[src/skd_defines.svh]
// Constants for the software-register and range decoder
`ifndef SKD_DEFINES_SVH
`define SKD_DEFINES_SVH

`define SKD_WORD_BITS        16
`define SKD_PREFIX_MSB       15
`define SKD_PREFIX_LSB       13
`define SKD_SW_PREFIX        3'h4
`define SKD_CTRL_PREFIX      3'h2
`define SKD_ECHO_BIT         12
`define SKD_CODE_MSB         11
`define SKD_CODE_LSB         0
`define SKD_RESET_CODE       12'h555
`define SKD_KEEPALIVE_CODE   12'h195
`define SKD_CH_MSB           12
`define SKD_CH_LSB           11
`define SKD_RANGE_MSB        2
`define SKD_RANGE_LSB        0
`define SKD_RANGE_4_20       3'h4
`define SKD_RANGE_0_20       3'h5
`define SKD_RANGE_0_24       3'h6
`define SKD_STATUS_ECHO_POS  11
`define SKD_CLK_MHZ          25
`define SKD_WDT_TIMEOUT_US   1000
`define SKD_WDT_CYCLES       (`SKD_WDT_TIMEOUT_US * `SKD_CLK_MHZ)
`define SKD_NUM_CH           4

`endif

[src/skd_pkg.sv]
// Types shared by the receiver and the decoder
package skd_pkg;

   typedef enum logic [1:0] {
      SKD_RNG_NONE,
      SKD_RNG_4_20,
      SKD_RNG_0_20,
      SKD_RNG_0_24
   } skd_range_t;

   typedef struct packed {
      logic        valid;
      logic [15:0] data;
   } skd_frame_t;

endpackage : skd_pkg

[src/skd_decode.sv]
// Software-register, watchdog and range-select decoder
`include "skd_defines.svh"

module skd_decode #(
   parameter int unsigned WDT_CYCLES = `SKD_WDT_CYCLES,
   parameter int unsigned NUM_CH     = `SKD_NUM_CH
) (
   input  wire logic                              clk_sys,
   input  wire logic                              rst,
   input  wire logic                              sclk,
   input  wire logic                              sync_n,
   input  wire logic                              serial_data_input,
   input  wire logic                              wdt_enable,
   output logic                                   alert,
   output logic                                   status_echo,
   output logic                                   soft_reset,
   output logic                                   keepalive_seen,
   output skd_pkg::skd_range_t [NUM_CH-1:0]       range_select_bits
);

   skd_pkg::skd_frame_t frame;
   logic                wdt_en_meta_r;
   logic                wdt_en_r;

   skd_rx u_rx (
      .clk_sys           (clk_sys),
      .rst               (rst),
      .sclk              (sclk),
      .sync_n            (sync_n),
      .serial_data_input (serial_data_input),
      .frame             (frame)
   );

   function automatic skd_pkg::skd_range_t range_of(input logic [2:0] code);
      case (code)
         `SKD_RANGE_4_20: range_of = skd_pkg::SKD_RNG_4_20;
         `SKD_RANGE_0_20: range_of = skd_pkg::SKD_RNG_0_20;
         `SKD_RANGE_0_24: range_of = skd_pkg::SKD_RNG_0_24;
         default:         range_of = skd_pkg::SKD_RNG_NONE;
      endcase
   endfunction : range_of

   // Watchdog enable may come from another domain
   always_ff @(posedge clk_sys) begin
      if (rst) begin
         wdt_en_meta_r <= 1'b0;
         wdt_en_r <= 1'b0;
      end else begin
         wdt_en_meta_r <= wdt_enable;
         wdt_en_r <= wdt_en_meta_r;
      end
   end

   logic        sw_hit;
   logic        ctrl_hit;
   logic [11:0] code;
   logic [2:0]  prefix;

   assign prefix   = frame.data[`SKD_PREFIX_MSB:`SKD_PREFIX_LSB];
   assign code     = frame.data[`SKD_CODE_MSB:`SKD_CODE_LSB];
   assign sw_hit   = frame.valid && prefix == `SKD_SW_PREFIX;
   assign ctrl_hit = frame.valid && prefix == `SKD_CTRL_PREFIX;

   logic                              soft_rst_r, soft_rst_nxt;
   logic                              rst_int;
   logic                              echo_r, echo_nxt;
   logic                              ka_r, ka_nxt;
   logic                              alert_r, alert_nxt;
   logic [31:0]                       wdt_cnt_r, wdt_cnt_nxt;
   skd_pkg::skd_range_t [NUM_CH-1:0]  range_r, range_nxt;
   skd_pkg::skd_range_t               new_range;
   logic [1:0]                        ch_sel;
   logic                              ka_hit;
   logic                              wdt_expired;

   // Soft reset acts one cycle after its frame, clearing echo, keep-alive, watchdog and range state but not the receiver or enable synchroniser
   assign rst_int = rst || soft_rst_r;
   assign ch_sel = frame.data[`SKD_CH_MSB:`SKD_CH_LSB];
   assign new_range = range_of(frame.data[`SKD_RANGE_MSB:`SKD_RANGE_LSB]);
   assign ka_hit = sw_hit && code == `SKD_KEEPALIVE_CODE;
   assign wdt_expired = wdt_cnt_r >= WDT_CYCLES - 1;

   // Pulse cannot retrigger on the cycle after itself
   always_comb begin
      soft_rst_nxt = 1'b0;
      if (sw_hit && code == `SKD_RESET_CODE && !soft_rst_r) begin
         soft_rst_nxt = 1'b1;
      end
   end

   always_ff @(posedge clk_sys) begin
      if (rst) begin
         soft_rst_r <= 1'b0;
      end else begin
         soft_rst_r <= soft_rst_nxt;
      end
   end

   always_comb begin
      echo_nxt = echo_r;
      if (sw_hit) begin
         echo_nxt = frame.data[`SKD_ECHO_BIT];
      end
   end

   always_ff @(posedge clk_sys) begin
      if (rst_int) begin
         echo_r <= 1'b0;
      end else begin
         echo_r <= echo_nxt;
      end
   end

   always_comb begin
      ka_nxt = 1'b0;
      alert_nxt = alert_r;
      wdt_cnt_nxt = wdt_cnt_r;
      if (!wdt_en_r) begin
         // Disabled watchdog never faults
         wdt_cnt_nxt = 32'h0000_0000;
         alert_nxt = 1'b0;
      end else if (ka_hit) begin
         wdt_cnt_nxt = 32'h0000_0000;
         alert_nxt = 1'b0;
         ka_nxt = 1'b1;
      end else if (wdt_expired) begin
         // Count parks at the limit so the alert holds until serviced
         alert_nxt = 1'b1;
      end else begin
         wdt_cnt_nxt = wdt_cnt_r + 32'h0000_0001;
      end
   end

   always_ff @(posedge clk_sys) begin
      if (rst_int) begin
         ka_r <= 1'b0;
         alert_r <= 1'b0;
         wdt_cnt_r <= 32'h0000_0000;
      end else begin
         ka_r <= ka_nxt;
         alert_r <= alert_nxt;
         wdt_cnt_r <= wdt_cnt_nxt;
      end
   end

   // Reserved codes are ignored so a bad write keeps the last range
   genvar gc;
   generate
      for (gc = 0; gc < NUM_CH; gc++) begin : g_range
         always_comb begin
            range_nxt[gc] = range_r[gc];
            if (ctrl_hit && new_range != skd_pkg::SKD_RNG_NONE && 32'(ch_sel) == 32'(gc)) begin
               range_nxt[gc] = new_range;
            end
         end

         always_ff @(posedge clk_sys) begin
            if (rst_int) begin
               range_r[gc] <= skd_pkg::SKD_RNG_NONE;
            end else begin
               range_r[gc] <= range_nxt[gc];
            end
         end
      end
   endgenerate

   assign alert = alert_r;
   assign status_echo = echo_r;
   assign soft_reset = soft_rst_r;
   assign keepalive_seen = ka_r;
   assign range_select_bits = range_r;

endmodule : skd_decode

[src/skd_rx.sv]
// Serial frame receiver sampled by the system clock
`include "skd_defines.svh"

module skd_rx (
   input  wire logic              clk_sys,
   input  wire logic              rst,
   input  wire logic              sclk,
   input  wire logic              sync_n,
   input  wire logic              serial_data_input,
   output skd_pkg::skd_frame_t    frame
);

   logic [2:0] pin_meta_r;
   logic [2:0] pin_sync_r;
   logic       sclk_prev_r;
   logic       sync_prev_r;

   // Two-stage synchronisers for sclk, sync_n, data
   genvar g;
   generate
      for (g = 0; g < 3; g++) begin : g_sync
         always_ff @(posedge clk_sys) begin
            if (rst) begin
               pin_meta_r[g] <= 1'b1;
               pin_sync_r[g] <= 1'b1;
            end else begin
               pin_meta_r[g] <= (g == 0) ? sclk : ((g == 1) ? sync_n : serial_data_input);
               pin_sync_r[g] <= pin_meta_r[g];
            end
         end
      end
   endgenerate

   logic [15:0]         shift_r, shift_nxt;
   logic [4:0]          cnt_r, cnt_nxt;
   skd_pkg::skd_frame_t frame_r, frame_nxt;

   always_comb begin
      shift_nxt = shift_r;
      cnt_nxt = cnt_r;
      frame_nxt = frame_r;
      frame_nxt.valid = 1'b0;
      if (pin_sync_r[1]) begin
         cnt_nxt = 5'h00;
      end else if (sclk_prev_r && !pin_sync_r[0] && cnt_r != 5'h1F) begin
         // Data sampled on falling clock edge, MSB first
         shift_nxt = {shift_r[14:0], pin_sync_r[2]};
         cnt_nxt = cnt_r + 5'h01;
      end
      // Only an exact 16-bit frame is acted upon
      if (pin_sync_r[1] && !sync_prev_r && cnt_r == 5'(`SKD_WORD_BITS)) begin
         frame_nxt.valid = 1'b1;
         frame_nxt.data = shift_r;
      end
   end

   always_ff @(posedge clk_sys) begin
      if (rst) begin
         shift_r <= 16'h0000;
         cnt_r <= 5'h00;
         frame_r <= '0;
         sclk_prev_r <= 1'b1;
         sync_prev_r <= 1'b1;
      end else begin
         shift_r <= shift_nxt;
         cnt_r <= cnt_nxt;
         frame_r <= frame_nxt;
         sclk_prev_r <= pin_sync_r[0];
         sync_prev_r <= pin_sync_r[1];
      end
   end

   assign frame = frame_r;

endmodule : skd_rx

[config.mk]
export PLATFORM = sky130hd
export DESIGN_NAME = skd_decode
export DESIGN_NICKNAME = d
export VERILOG_FILES = /design/src/skd_pkg.sv /design/src/skd_decode.sv /design/src/skd_rx.sv
export VERILOG_INCLUDE_DIRS = /design/src
export SDC_FILE = /design/constraint.sdc
export NUM_CORES = 1
export LEC_CHECK = 0
export ABC_CLOCK_PERIOD_IN_PS = 3800
export BUFFER_PORTS_ARGS = -buffer_cell sky130_fd_sc_hd__buf_2
export CAP_MARGIN = 5
export CORE_MARGIN = 3
export CORE_UTILIZATION = 60
export CTS_BUF_LIST = sky130_fd_sc_hd__clkbuf_4 sky130_fd_sc_hd__clkbuf_8 sky130_fd_sc_hd__clkbuf_16
export CTS_CLUSTER_DIAMETER = 150
export DETAILED_ROUTE_END_ITERATION = 6
export PLACE_DENSITY = 0.78
export SETUP_SLACK_MARGIN = 0.05
export SLEW_MARGIN = 0
export SYNTH_ARGS = -nofsm -noshare
export SYNTH_HDL_FRONTEND = slang
export SYNTH_HIERARCHICAL = 1
export SYNTH_SLANG_ARGS = --single-unit
[constraint.sdc]
create_clock -name clk_sys -period 3.8 [get_ports clk_sys]
set_clock_uncertainty 0.05 [all_clocks]
set_input_delay 0.19 -clock clk_sys [delete_from_list [all_inputs] [get_ports clk_sys]]
set_output_delay 0.19 -clock clk_sys [all_outputs]
set_load 0.03 [all_outputs]
==> impl_results.rst <==
.. list-table::
   :header-rows: 1

   * - Metric
     - Value
   * - Total gr overflow
     - 0
   * - Critical Path Sink Type
     - flop
   * - Min cycle time layout
     - 2.43 ns
   * - Total clock buffers created by CTS
     - 9
   * - Proportion of power drawn by combinational gates
     - 1.9%
   * - Highest ir drop seen on vdd
     - ~260 uV
   * - Max-cap violations
     - 0
   * - Clock network fraction of design power
     - between 30 and 40%
   * - Count of flip-flops with a built-in enable after synthesis
     - 0
   * - Data required, critical path
     - ~4 ns
   * - Vertical die dimension
     - 84.2 um
   * - Net count after synthesis
     - around 370
   * - Post-route DRC violation count
     - 0
   * - Setup total negative slack
     - 0 ns
   * - Avg WL per Cell
     - between 10 and 15 um
   * - Num Clock Sinks
     - around 90
   * - Maximum fanout encountered on the critical timing path
     - 15
   * - First-pass iteration count of the detailed router
     - 4
   * - Leakage power figure
     - around 1.4 nW
   * - Final RePlAce weighted congestion
     - 0.786
   * - Die Span X
     - around 84 um
   * - Final slew viol count
     - 0
   * - Core area
     - ~5700 um2
   * - Die Outline Area
     - 7100 um2
   * - Synth Instances
     - about 360
   * - Most common cell after layout, fill and taps aside
     - sky130_fd_sc_hd__dfxtp_1
   * - Clock latency at the later pin of the worst-skew pair
     - ~0.35 ns
   * - Ratio of cells with drive above 1 in the final layout
     - between 10% and 20%
   * - Number of filler cells placed in the layout
     - 453
   * - Number of top-level design ports
     - 18
   * - Net switching power of the design
     - approximately 0.00036 W
   * - Wire length of the first global-routing pass
     - 10.9 mm
   * - Type of the worst setup path
     - reg -> reg
   * - Total of cells resized after clock tree synthesis
     - 0
   * - Count of nets after finishing
     - 387
   * - Pin count of the biggest net entering global routing
     - 47
   * - Leading cell types in the layout, fill and taps excluded
     - 92 x sky130_fd_sc_hd__dfxtp_1, 45 x sky130_fd_sc_hd__mux2i_1, 36 x sky130_fd_sc_hd__nand2b_1
   * - Number of cell rows
     - 27
   * - Post-CTS setup buffer count
     - 0
   * - ANT cells
     - 0
   * - Post-DP HPWL
     - between 4 and 5 mm
   * - Crit share post-route
     - 64.1%
   * - CTS tree
     - built
   * - Worst Hold Class
     - in -> reg
   * - Routed Antenna Nets
     - 0
   * - Arrival time worst endpoint
     - approximately 2.7 ns
   * - Register bit count reported by yosys
     - 92
   * - Maximum clock frequency
     - 0.411 GHz
   * - Average instance area after synthesis
     - between 10 and 15 um2
   * - Initial Utilization
     - 64.3%
   * - Int Power
     - approximately 0.0012 W
   * - Vias
     - 2,497
   * - PwrDens
     - between 300 and 400 nW/um2
   * - Most used flip-flop cell after synthesis
     - sky130_fd_sc_hd__dfxtp_1
   * - Via count of the first global-routing pass
     - about 2,400
   * - Sequential share of power
     - between 60% and 70%
   * - Final wirelength
     - slightly above 6 mm
   * - Area growth syn-to-layout
     - 8.45%
   * - Post-Syn Area
     - ~3700 um2
   * - Worst hold slack
     - between 0.2 and 0.3 ns
   * - Transition at the pin with the smallest max-transition slack
     - about 1.2 ns
   * - Final hold violation count
     - 0
   * - DR vias/cell
     - 5.50
   * - CTS root buffer
     - sky130_fd_sc_hd__clkbuf_8
   * - Sequential area share after synthesis
     - approximately 50%
   * - Slew HR
     - between 15 and 20%
   * - CTS hold repair buffers
     - 4
   * - Synth unique cells
     - 44
   * - CTS clock-pin slew for the worst setup and hold paths
     - ~0.090 ns
   * - RSZ-0062 raised after global routing
     - no
   * - Sw frac
     - between 20 and 25%
   * - Number of antenna violations at the first check in global routing
     - 0
   * - Maximum level of the CTS H-tree
     - 3
   * - Finish-stage setup viols
     - 0
   * - Startpoint Class
     - flop
   * - Port buffer count
     - 17
   * - Status
     - completed
   * - Total routing resource utilization after global routing
     - a little under a fifth
   * - Synth warnings
     - 6
   * - First-iteration detailed-routing DRC count
     - 83
   * - Fraction of synthesis flops using an asynchronous set or reset pin
     - 0%
   * - Bufs on Longest Clock Path
     - 2
-- area by class of cell --
class | instances | area, um2 | share of cell area, %
well taps | 72 | 90.1 | 2.26
repair buffers | 22 | 133 | 3.33
multi-input cells | 246 | 1720 | 43.2
inverters | 6 | 22.5 | 0.565
clock buffers | 9 | 124 | 3.11
flip-flops and latches | 92 | 1840 | 46.2
clock inverters | 7 | 52.6 | 1.32
-- Yosys cell counts (2+ instances only) --
| master | number | share of area, % |
|---|---|---|
| sky130_fd_sc_hd__and2_1 | 18 | 3.1 |
| sky130_fd_sc_hd__nand2b_1 | 36 | 6.1 |
| sky130_fd_sc_hd__nand4b_1 | 2 | 0.48 |
| sky130_fd_sc_hd__or4_1 | 4 | 0.82 |
| sky130_fd_sc_hd__nor3_1 | 5 | 0.68 |
| sky130_fd_sc_hd__nand3_1 | 8 | 1.1 |
| sky130_fd_sc_hd__a21oi_1 | 12 | 1.6 |
| sky130_fd_sc_hd__dfxtp_1 | 92 | 50 |
| sky130_fd_sc_hd__nor4bb_1 | 4 | 1.1 |
| sky130_fd_sc_hd__nand4_1 | 5 | 0.85 |
| sky130_fd_sc_hd__or2_1 | 8 | 1.4 |
| sky130_fd_sc_hd__nor2_1 | 24 | 2.5 |
| sky130_fd_sc_hd__or2_2 | 2 | 0.34 |
| sky130_fd_sc_hd__nor3b_1 | 3 | 0.61 |
| sky130_fd_sc_hd__ha_1 | 4 | 1.4 |
| sky130_fd_sc_hd__and4_1 | 3 | 0.72 |
| sky130_fd_sc_hd__buf_6 | 2 | 0.61 |
| sky130_fd_sc_hd__or3_4 | 2 | 0.61 |
| sky130_fd_sc_hd__clkbuf_1 | 11 | 1.1 |
| sky130_fd_sc_hd__inv_1 | 6 | 0.61 |
| sky130_fd_sc_hd__o41ai_1 | 2 | 0.48 |
| sky130_fd_sc_hd__and3_1 | 4 | 0.68 |
| sky130_fd_sc_hd__o21ai_0 | 3 | 0.41 |
| sky130_fd_sc_hd__mux2i_1 | 45 | 12 |
| sky130_fd_sc_hd__nor2b_1 | 4 | 0.68 |
| sky130_fd_sc_hd__nand2_1 | 18 | 1.8 |
| sky130_fd_sc_hd__nor4_1 | 7 | 1.2 |
| sky130_fd_sc_hd__or3_1 | 3 | 0.51 |
| sky130_fd_sc_hd__o31ai_1 | 5 | 1.0 |
| sky130_fd_sc_hd__xnor2_1 | 2 | 0.48 |
| sky130_fd_sc_hd__o21a_1 | 2 | 0.41 |
-- metrics by stage --
stage / instance area, um2 / utilization [%] / worst slack, ns / power, W / cells
after floorplan: 3670 / - / 1.84 / 0.00101 / 359
after global placement: 3770 / 66.0 / 1.47 / 0.00102 / 434
after detailed placement: 3770 / 66.0 / 1.37 / 0.00102 / 434
final: 3980 / 69.8 / 1.37 / 0.00158 / 454
after CTS: 3980 / 69.8 / 1.35 / 0.00159 / 454
after global routing: 3980 / 69.8 / 1.20 / 0.00165 / 454
-- worst max-delay path, stage by stage, from the launching register on --
cell and delay, ns:
sky130_fd_sc_hd__dfxtp_1 0.36, sky130_fd_sc_hd__ha_1 0.21, sky130_fd_sc_hd__and3_1 0.18, sky130_fd_sc_hd__ha_1 0.24, sky130_fd_sc_hd__nor4b_4 1.03, sky130_fd_sc_hd__mux2i_1 0.29
-- cells by family (layout without fill, tap and decap cells) --
family	Yosys count	after routing	share of synthesized area (%)
and+or+nand+nor	165	165	27.3
adders and majority gates	4	4	1.36
buffers and inverters	21	44	3.03
muxes	46	46	12.6
xor gates and xnor gates	3	3	0.715
AOI/OAI and AO/OA	28	28	4.87
DFF	92	92	50.1
-- layer usage --
metal | wire (um) | vias up | global-route usage [%] | share of wire (%)
li1 | - | 1286 | - | -
met1 | 3230 | 1165 | 26.1 | 52
met2 | 2670 | 41 | 28.6 | 43
met3 | 200 | 5 | 3.93 | 3.2
met4 | 82 | 0 | 7.75 | 1.3
met5 | 0 | - | 0 | 0
-- flip-flops by register name (all words and copies together), names as in the netlist, 3 cells and up --
name / count
u_rx/pin_sync_r: 3
u_rx/pin_meta_r: 3
u_rx/frame: 17
u_rx/cnt_r: 5
wdt_cnt_r: 32
range_select_bits: 8
u_rx/shift_r: 16
-- path summary, 6_finish.rpt --
path | cells past startpoint | to | startpoint | slack [ns]
worst max-delay path | 5 | u_rx/shift_r[4] | u_rx/cnt_r[0] | 1.37
worst min register to register | 1 | u_rx/pin_sync_r[1] | u_rx/pin_meta_r[1] | 0.36
worst min-delay path | 2 | wdt_en_r | rst | 0.30
worst max register to register | 5 | u_rx/shift_r[4] | u_rx/cnt_r[0] | 1.37
-- power by group through the flow --
stage                     registers [W]  clock network [W]  logic (W)
final                          0.000971           0.000581  0.0000300
after floorplan                0.000993                  0  0.0000206
after CTS                      0.000971           0.000592  0.0000305
after detailed placement       0.000994                  0  0.0000273
after global routing           0.000972           0.000641  0.0000334
after global placement         0.000994                  0  0.0000267
Power figures use the tool's default switching activity.
